## config.mk

```make
export PLATFORM = sky130hd
export DESIGN_NAME = plpc_link_power
export DESIGN_NICKNAME = d
export VERILOG_FILES = /design/src/plpc_pkg.sv /design/src/plpc_link_power.sv /design/src/plpc_resolve.sv
export SDC_FILE = /design/constraint.sdc
export NUM_CORES = 1
export LEC_CHECK = 0
export ABC_AREA = 0
export ABC_CLOCK_PERIOD_IN_PS = 1900
export BUFFER_PORTS_ARGS = -buffer_cell sky130_fd_sc_hd__buf_2
export CAP_MARGIN = 40
export CORE_ASPECT_RATIO = 0.5
export CORE_MARGIN = 8
export CORE_UTILIZATION = 43
export DETAILED_ROUTE_END_ITERATION = 16
export PLACE_DENSITY = 0.7
export SETUP_SLACK_MARGIN = 0.3
export SYNTH_ARGS = -nofsm -noshare
export SYNTH_HDL_FRONTEND = slang
export SYNTH_SLANG_ARGS = --single-unit
export TNS_END_PERCENT = 50
```

## constraint.sdc

```tcl
create_clock -name ref_clk -period 1.9 [get_ports ref_clk]
set_input_delay 0.095 -clock ref_clk [delete_from_list [all_inputs] [get_ports ref_clk]]
set_output_delay 0.095 -clock ref_clk [all_outputs]
set_load 0.05 [all_outputs]
```

## src/plpc_pkg.sv

```systemverilog
// Purpose: shared constants and types for the phy link and power control block
// Assumes: one 50 MHz clock, synchronous active-high reset
// Notes: line indications come from the analog front end as plain levels
// Notes on behaviour
// - half duplex: carrier on transmit or receive
// - full duplex: carrier only on receive
// - advertise, acknowledge common, reject unshared modes
// - pick highest-priority common mode, exactly one
// - non-negotiating partner: classify line signal instead
// - matching detected technology brings link up
// - signal detect stays on, even power reduced
// - no signal enters power-reduced state automatically
// - power reduced still sends fast link pulses
// - valid line signal wakes to normal operation
// - control bit zero disables automatic power reduction
// - power-down bit one enters power down
// - power down stops data paths, keeps management
// - half duplex collision flag; none in full
package plpc_pkg;
  // ability bits, index = priority (3 highest)
  localparam int ABIL_W = 4;
  localparam logic [1:0] ABIL_10HD = 2'h0;
  localparam logic [1:0] ABIL_10FD = 2'h1;
  localparam logic [1:0] ABIL_100HD = 2'h2;
  localparam logic [1:0] ABIL_100FD = 2'h3;
  // control bit positions
  localparam int CTL_POWER_DOWN_BIT = 11;
  localparam int CFG_PWR_REDUCE_BIT = 4;
  localparam logic RST_PWR_REDUCE_EN = 1'b1;
  localparam logic RST_POWER_DOWN = 1'b0;
  // timing
  localparam int CLK_MHZ = 50;
  localparam int NOSIG_US = 1000;
  localparam int NOSIG_CYC = NOSIG_US * CLK_MHZ;
  localparam int FLP_GAP_US = 16;
  localparam int FLP_GAP_CYC = FLP_GAP_US * CLK_MHZ;
  localparam int NEG_WAIT_US = 2000;
  localparam int NEG_WAIT_CYC = NEG_WAIT_US * CLK_MHZ;
  localparam int CNT_W = 24;

  typedef enum logic [5:0] {
    ST_DOWN = 6'h01,
    ST_NEGOTIATE = 6'h02,
    ST_PARALLEL = 6'h04,
    ST_LINKED = 6'h08,
    ST_REDUCED = 6'h10,
    ST_SLEEP = 6'h20
  } plpc_state_t;

  // line-side indications
  typedef struct packed {
    logic sigDetect;
    logic flpSeen;
    logic nlpSeen;
    logic mlt3Seen;
    logic [3:0] partnerAbil;
    logic partnerAck;
  } plpc_line_t;

  // mii-side activity
  typedef struct packed {
    logic txActive;
    logic rxActive;
  } plpc_mii_t;
endpackage

```

## src/plpc_link_power.sv

```systemverilog
// Purpose: link and power state control with carrier and collision flags
// Assumes: line inputs are asynchronous levels from the analog front end
// Notes: management interface is outside this block and never gated here
`timescale 1ns/10ps
module plpc_link_power #(
  parameter int NOSIG_CYCLES = plpc_pkg::NOSIG_CYC,
  parameter int NEG_CYCLES = plpc_pkg::NEG_WAIT_CYC
) (
  input wire logic ref_clk,
  input wire logic reset,
  input wire plpc_pkg::plpc_line_t lineIn,
  input wire plpc_pkg::plpc_mii_t miiIn,
  input wire logic [plpc_pkg::ABIL_W-1:0] localAbil,
  input wire logic autoNegEn,
  input wire logic [plpc_pkg::ABIL_W-1:0] forcedMode,
  input wire logic [15:0] ctlWord,
  input wire logic [15:0] cfgWord,
  output logic crs,
  output logic col,
  output logic linkUp,
  output logic [plpc_pkg::ABIL_W-1:0] activeMode,
  output logic [plpc_pkg::ABIL_W-1:0] advertAbil,
  output logic ackOut,
  output logic flpPulse,
  output logic txEnable,
  output logic rxEnable,
  output logic powerReduced,
  output logic poweredDown,
  output logic sigDetectOn
);
  import plpc_pkg::*;

  // ==========================================================
  // input synchronisers
  plpc_line_t lineMeta_reg, lineSync_reg;
  plpc_mii_t miiMeta_reg, miiSync_reg;
  always_ff @(posedge ref_clk) begin
    lineMeta_reg <= lineIn;
    lineSync_reg <= lineMeta_reg;
    miiMeta_reg <= miiIn;
    miiSync_reg <= miiMeta_reg;
  end

  // ==========================================================
  // decode
  wire pdReq = ctlWord[CTL_POWER_DOWN_BIT];
  wire reduceEn = cfgWord[CFG_PWR_REDUCE_BIT];
  wire validSig = lineSync_reg.flpSeen | lineSync_reg.nlpSeen | lineSync_reg.mlt3Seen;
  wire [ABIL_W-1:0] chosen;
  wire anyCommon;
  plpc_resolve plpc_resolve_inst (
    .localAbil(localAbil),
    .partnerAbil(lineSync_reg.partnerAbil),
    .chosen(chosen),
    .anyCommon(anyCommon)
  );
  // parallel detect classification: mlt3 means 100 half, nlp means 10 half
  wire [ABIL_W-1:0] pdClass = lineSync_reg.mlt3Seen ? 4'h4 : lineSync_reg.nlpSeen ? 4'h1 : 4'h0;
  wire pdMatch = |(pdClass & localAbil);
  wire [ABIL_W-1:0] forcedOk = forcedMode & localAbil;

  plpc_state_t state_reg, state_next;
  logic [CNT_W-1:0] idleCnt_reg, negCnt_reg;
  logic [CNT_W-1:0] flpCnt_reg;
  logic [ABIL_W-1:0] mode_reg, mode_next;
  wire idleExpired = idleCnt_reg >= CNT_W'(NOSIG_CYCLES - 1);
  wire negExpired = negCnt_reg >= CNT_W'(NEG_CYCLES - 1);
  wire sigLost = idleExpired & reduceEn;
  wire fullDuplex = mode_reg[ABIL_10FD] | mode_reg[ABIL_100FD];

  // ==========================================================
  // state selection
  always_comb begin
    state_next = state_reg;
    mode_next = mode_reg;
    case (state_reg)
      ST_DOWN: begin
        if (autoNegEn) begin
          state_next = ST_NEGOTIATE;
        end else if (|forcedOk) begin
          state_next = ST_LINKED;
          mode_next = forcedOk;
        end
      end
      ST_NEGOTIATE: begin
        if (sigLost) begin
          state_next = ST_REDUCED;
        end else if (lineSync_reg.partnerAck && anyCommon) begin
          state_next = ST_LINKED;
          mode_next = chosen;
        end else if (!lineSync_reg.flpSeen && validSig) begin
          state_next = ST_PARALLEL;
        end else if (negExpired) begin
          state_next = ST_DOWN;
        end
      end
      ST_PARALLEL: begin
        if (pdMatch) begin
          state_next = ST_LINKED;
          mode_next = pdClass;
        end else if (sigLost) begin
          state_next = ST_REDUCED;
        end else if (lineSync_reg.flpSeen) begin
          state_next = ST_NEGOTIATE;
        end
      end
      ST_LINKED: begin
        if (sigLost) begin
          state_next = ST_REDUCED;
          mode_next = '0;
        end
      end
      ST_REDUCED: begin
        if (validSig || !reduceEn) begin
          state_next = ST_DOWN;
        end
      end
      ST_SLEEP: begin
        state_next = ST_DOWN;
        mode_next = '0;
      end
      default: begin
        state_next = ST_DOWN;
        mode_next = '0;
      end
    endcase
    if (pdReq) begin
      state_next = ST_SLEEP;
      mode_next = '0;
    end
  end

  // ==========================================================
  // state and counters
  always_ff @(posedge ref_clk) begin
    if (reset) begin
      state_reg <= ST_DOWN;
      mode_reg <= '0;
    end else begin
      state_reg <= state_next;
      mode_reg <= mode_next;
    end
  end

  // idle counter restarts on any line signal; sig detect never gated
  always_ff @(posedge ref_clk) begin
    if (reset || lineSync_reg.sigDetect || validSig || state_reg == ST_SLEEP) begin
      idleCnt_reg <= '0;
    end else if (!idleExpired) begin
      idleCnt_reg <= idleCnt_reg + 1'b1;
    end
  end

  always_ff @(posedge ref_clk) begin
    if (reset || state_reg != ST_NEGOTIATE) begin
      negCnt_reg <= '0;
    end else begin
      negCnt_reg <= negCnt_reg + 1'b1;
    end
  end

  // flp burst timer keeps running in reduced state
  wire flpDue = flpCnt_reg == CNT_W'(FLP_GAP_CYC - 1);
  wire flpState = state_reg == ST_NEGOTIATE || state_reg == ST_REDUCED;
  always_ff @(posedge ref_clk) begin
    if (reset || flpDue || !flpState) begin
      flpCnt_reg <= '0;
    end else begin
      flpCnt_reg <= flpCnt_reg + 1'b1;
    end
  end

  // ==========================================================
  // outputs
  wire linked = state_reg == ST_LINKED;
  wire txA = miiSync_reg.txActive & linked; // data paths off unless linked
  wire rxA = miiSync_reg.rxActive & linked;
  always_ff @(posedge ref_clk) begin
    if (reset) begin
      crs <= 1'b0;
      col <= 1'b0;
      linkUp <= 1'b0;
      activeMode <= '0;
      advertAbil <= '0;
      ackOut <= 1'b0;
      flpPulse <= 1'b0;
      txEnable <= 1'b0;
      rxEnable <= 1'b0;
      powerReduced <= 1'b0;
      poweredDown <= RST_POWER_DOWN;
      sigDetectOn <= 1'b1;
    end else begin
      crs <= fullDuplex ? rxA : (txA | rxA);
      col <= !fullDuplex & txA & rxA;
      linkUp <= linked;
      activeMode <= mode_reg;
      advertAbil <= (state_reg == ST_NEGOTIATE) ? localAbil : '0;
      ackOut <= (state_reg == ST_NEGOTIATE) & anyCommon;
      flpPulse <= flpDue & flpState;
      txEnable <= linked;
      rxEnable <= linked;
      powerReduced <= state_reg == ST_REDUCED;
      poweredDown <= state_reg == ST_SLEEP;
      sigDetectOn <= 1'b1;
    end
  end

  // ==========================================================
  // assertions
  property p_crsFull;
    @(posedge ref_clk) disable iff (reset) fullDuplex && !rxA |=> !crs;
  endproperty
  a_crsFull: assert property (p_crsFull) else $error("full duplex carrier without rx");
  property p_crsHalf;
    @(posedge ref_clk) disable iff (reset) !fullDuplex && txA |=> crs;
  endproperty
  a_crsHalf: assert property (p_crsHalf) else $error("half duplex tx without carrier");
  property p_col;
    @(posedge ref_clk) disable iff (reset) fullDuplex |=> !col;
  endproperty
  a_col: assert property (p_col) else $error("collision in full duplex");
  property p_pd;
    @(posedge ref_clk) disable iff (reset) pdReq |=> ##1 poweredDown && !txEnable;
  endproperty
  a_pd: assert property (p_pd) else $error("power down not entered");
  property p_pdPaths;
    @(posedge ref_clk) disable iff (reset) poweredDown |-> !crs && !rxEnable;
  endproperty
  a_pdPaths: assert property (p_pdPaths) else $error("data path alive in power down");
  // detection must still restart the idle count in every state, reduced and asleep too
  property p_sd;
    @(posedge ref_clk) disable iff (reset)
      lineSync_reg.sigDetect |=> idleCnt_reg == '0 && sigDetectOn;
  endproperty
  a_sd: assert property (p_sd) else $error("signal detect off");
  property p_wake;
    @(posedge ref_clk) disable iff (reset)
      state_reg == ST_REDUCED && validSig && !pdReq |=> state_reg == ST_DOWN;
  endproperty
  a_wake: assert property (p_wake) else $error("no wake on valid signal");
  property p_noReduce;
    @(posedge ref_clk) disable iff (reset) !reduceEn |=> ##1 !powerReduced;
  endproperty
  a_noReduce: assert property (p_noReduce) else $error("reduced while disabled");
  property p_resume;
    @(posedge ref_clk) disable iff (reset)
      state_reg == ST_SLEEP && !pdReq |=> state_reg == ST_DOWN;
  endproperty
  a_resume: assert property (p_resume) else $error("no resume after power down");
  property p_onehot;
    @(posedge ref_clk) disable iff (reset) linked |-> $onehot(mode_reg);
  endproperty
  a_onehot: assert property (p_onehot) else $error("link mode not single");
endmodule // plpc_link_power

```

## src/plpc_resolve.sv

```systemverilog
// Purpose: priority resolution of common abilities
// Assumes: bit index equals priority
// Notes: result is one-hot, zero when nothing shared
`timescale 1ns/10ps
module plpc_resolve (
  input wire logic [plpc_pkg::ABIL_W-1:0] localAbil,
  input wire logic [plpc_pkg::ABIL_W-1:0] partnerAbil,
  output logic [plpc_pkg::ABIL_W-1:0] chosen,
  output logic anyCommon
);
  import plpc_pkg::*;
  wire [ABIL_W-1:0] common = localAbil & partnerAbil; // unshared modes rejected
  // highest set bit wins
  assign chosen = common[3] ? 4'h8 : common[2] ? 4'h4 : common[1] ? 4'h2 : common[0] ? 4'h1
    : 4'h0;
  assign anyCommon = |common;
endmodule // plpc_resolve
```

==> metrics.txt <==
# TYPE chip_impl_metric gauge
chip_impl_metric{name="min_path_cells",unit=""} 3
chip_impl_metric{name="worstSkewPairLatency",unit="ps"} 400
chip_impl_metric{name="ys_ff_latch",unit=""} 119
chip_impl_metric{name="p_per_area",unit="mW/mm2"} 906
chip_impl_metric{name="cp.required",unit="ps"} 2140
chip_impl_metric{name="timing.final.max_slew_violations",unit=""} 0
chip_impl_metric{name="routed-via-count",unit=""} 3966
chip_impl_metric{name="synth_area",unit="mm2"} 0.00480
chip_impl_metric{name="post-synth-top-area-fraction",unit="%"} 49.6
chip_impl_metric{name="timing.final.crit_share",unit="%"} 99.8
chip_impl_metric{name="irDropWorstVdd",unit="mV"} 0.708
chip_impl_metric{name="fp.coreArea",unit="mm2"} 0.0109
chip_impl_info{name="worstSetupStartpointType",value="flip-flop"} 1
chip_impl_metric{name="initial_drc_count",unit=""} 401
chip_impl_metric{name="worst_ep_arrival",unit="ps"} 2140
chip_impl_metric{name="first_global_vias",unit=""} 3870
chip_impl_metric{name="floorplan.die_area",unit="mm2"} 0.0150
chip_impl_metric{name="max_freq",unit="MHz"} 527
chip_impl_metric{name="io_pins",unit=""} 72
chip_impl_info{name="worstHoldPathType",value="primary input to flip-flop"} 1
chip_impl_metric{name="final_antenna_net_count",unit=""} 0
chip_impl_metric{name="fillers",unit=""} 874
chip_impl_metric{name="grtUsageTotal",unit="%"} 14.7
chip_impl_metric{name="maxCapViolations",unit=""} 0
chip_impl_metric{name="tightestPinTransition",unit="ps"} 502
chip_impl_metric{name="seq_area_frac_synth",unit="%"} 49.6
chip_impl_metric{name="vias_per_cell",unit=""} 5.12
chip_impl_metric{name="cts-buffers-inserted",unit=""} 17
chip_impl_metric{name="place_congestion",unit=""} 0.859
chip_impl_metric{name="layout_min_cycle_time",unit="ps"} 1900
chip_impl_metric{name="finalHoldViolCount",unit=""} 0
chip_impl_metric{name="placedInstanceArea",unit="mm2"} 0.00534
chip_impl_metric{name="std_cell_rows",unit=""} 27
chip_impl_metric{name="post_drt_wl_per_cell",unit="um"} 14.5
chip_impl_metric{name="dieWidth",unit="um"} 165
chip_impl_info{name="holdCritStartpoint",value="autoNegEn"} 1
chip_impl_metric{name="critical_path_peak_fanout",unit=""} 7
chip_impl_metric{name="asyncSetResetFlopFracSynth",unit="%"} 0
chip_impl_metric{name="synth_enable_flop_cells",unit=""} 0
chip_impl_info{name="critical_path.reg2reg.startpoint",value="state_reg[4]$_SDFFE_PP0P_"} 1
chip_impl_metric{name="final_cell_area",unit="mm2"} 0.00656
chip_impl_info{name="synth_top_cells_by_area",value="dfxtp_1, xor2_1, nor2_1"} 1
chip_impl_metric{name="setup_clock_skew_after_layout",unit="ps"} 14.1
chip_impl_info{name="outcome",value="finished clean"} 1
chip_impl_metric{name="p_total",unit="W"} 0.00594
chip_impl_metric{name="reg2regPathDepth",unit=""} 6
chip_impl_metric{name="hpwl_after_detailed_placement",unit="um"} 6650
chip_impl_info{name="final_common_cell",value="dfxtp_1"} 1
chip_impl_metric{name="ys.warnings.count",unit=""} 0
chip_impl_info{name="commonest_non_fill_non_tap_cells_in_the_layout",value="dfxtp_1, nor2_1, buf_4, buf_2, xor2_1"} 1
chip_impl_metric{name="synth_nets",unit=""} 564
chip_impl_metric{name="ctsLongestPathBuffers",unit=""} 2
chip_impl_metric{name="maxSlewHeadroom",unit="%"} 66.4
chip_impl_metric{name="clock_sink_count",unit=""} 119
chip_impl_metric{name="cts.clk_slew.worst_paths",unit="ps"} 50
chip_impl_metric{name="floorplan.die.height",unit="um"} 90.7
chip_impl_metric{name="gr-total-overflow",unit=""} 0
chip_impl_info{name="setup_repair_after_global_routing_missed_its_margin",value="true"} 1
chip_impl_info{name="netlist.top_cell.by_area",value="dfxtp_1"} 1
chip_impl_metric{name="finish.cell_count_without_fillers",unit=""} 775
chip_impl_info{name="worstSetupStartpoint",value="state_reg[4]$_SDFFE_PP0P_"} 1
chip_impl_metric{name="layout-area-overhead-vs-synth",unit="%"} 36.5
chip_impl_metric{name="grt_start_max_net_pins",unit=""} 25
chip_impl_metric{name="antenna_violations_before_repair",unit=""} 0
chip_impl_metric{name="power.static_leakage",unit="nW"} 2.57
chip_impl_metric{name="detailedRoute.firstPassIterationCount",unit=""} 5
chip_impl_metric{name="synth.avg_cell_area",unit="um2"} 9.48
chip_impl_metric{name="routed_wirelength",unit="um"} 11300
chip_impl_info{name="cts_tree",value="yes"} 1
chip_impl_metric{name="io_buffers",unit=""} 40
chip_impl_metric{name="initial_utilization",unit="%"} 43.9
chip_impl_metric{name="finalSetupViolCount",unit=""} 0
chip_impl_metric{name="nNetsFinal",unit=""} 674
chip_impl_metric{name="netlist_instances",unit=""} 507
chip_impl_metric{name="dp.cells",unit=""} 701
chip_impl_metric{name="drt_drc_violations_left",unit=""} 0
chip_impl_metric{name="htree_levels",unit=""} 4
chip_impl_info{name="clock_tree.root_cell",value="clkbuf_16"} 1
chip_impl_metric{name="yosys.cell_types.count",unit=""} 60
chip_impl_metric{name="drive_above_1_share",unit="%"} 31.0
chip_impl_metric{name="diodes",unit=""} 0
chip_impl_info{name="synth_ff_type",value="dfxtp_1"} 1
chip_impl_info{name="critical_path_endpoint_category",value="flip-flop"} 1
chip_impl_metric{name="grt_pass1_wl",unit="um"} 18100
chip_impl_info{name="category_of_the_critical_setup_timing_path",value="flip-flop to flip-flop"} 1
==> timing repair <==
item	4_1_cts	5_1_grt
gates resized for setup	40	29
cloned	1	0
hold buffers	16	0
endpoints found under the setup margin	71	87
setup buffers	20	5
pin swaps	27	20
hold endpoints to repair	18	0
==> worst max-delay path: stages, from the launching register on <==
cell       delay [ps]
dfxtp_4           360
nor4_4            260
buf_4             190
nand3b_4          150
nor2_4            170
o21ai_1            90
a2111oi_1         520
==> routing by layer <==
layer  up-vias  wire length (um)  track usage (%)
li1       1981                 -                -
met1      1862              4890             17.2
met2        98              5700             25.1
met3        25               444             4.32
met4         0               239             4.51
met5         -                 0                0
==> cells in the mapped netlist, types with 2 or more instances <==
master	instances
inv_1	4
nor2b_1	9
clkbuf_1	4
nand3_1	24
and4bb_2	2
o21ai_0	7
o21a_1	2
and3_1	18
buf_6	2
ha_1	3
mux2i_1	3
a22o_1	4
buf_2	5
xor2_1	38
a31oi_1	2
and4_1	3
dfxtp_1	119
a221oi_2	2
nor3_4	2
and2_1	20
o21ai_1	2
a22oi_1	2
nand3b_1	4
buf_4	3
a21oi_1	8
nand2_1	34
nor4_4	2
nand4_1	21
nor2_1	87
nor4_1	9
xnor2_1	19
nor3_1	14
or3_1	2
==> cell type report <==
type	instances	area, um2	share of cell area, %
multi-input cells	370	2620	39.9
well taps	145	181	2.77
clock buffers	20	457	6.96
inverters	4	15.0	0.229
repair buffers	105	748	11.4
flip-flops and latches	119	2410	36.8
clock inverters	12	128	1.95
==> kinds of logic (layout without fill, tap and decap cells) <==
group	Yosys count	count (layout)	synth area share (%)
flip-flops	119	119	49.6
AO/OA/AOI/OAI	42	42	7.08
buffers and inverters	19	141	2.16
multiplexers	4	4	0.937
adder cells (fa/ha/maj)	3	3	0.781
XOR/XNOR	57	57	10.4
AND/OR/NAND/NOR	262	263	29.0
other	1	1	0.0781
==> metrics by stage <==
stage	setup TNS (ps)	utilization (%)	hold WS (ps)	setup WS, ps
2_1_floorplan	0	-	123	182
3_3_place_gp	0	48.8	197	42.0
3_5_place_dp	0	48.8	200	24.1
4_1_cts	0	58.7	9.18	123
5_1_grt	-176	59.9	11.9	-100
6_report	0	59.9	36.1	3.75
==> where the power goes <==
| part | total [W] | leakage [nW] | switching [W] | internal, W |
|---|---|---|---|---|
| logic | 0.000288 | 1.32 | 0.000152 | 0.000136 |
| clock network | 0.00309 | 0.278 | 0.00110 | 0.00199 |
| registers | 0.00256 | 0.976 | 0.0000281 | 0.00253 |
==> final timing paths <==
| kind | endpoint | slack (ps) |
|---|---|---|
| setup / recovery | state_reg[2]$_SDFFE_PP0P_ | 4 |
| hold reg to reg | lineSync_reg[7]$_DFF_P_ | 320 |
| hold / removal | state_reg[1]$_SDFFE_PP0P_ | 40 |
| setup reg to reg | state_reg[2]$_SDFFE_PP0P_ | 4 |
(Power assumes the default switching activity.)
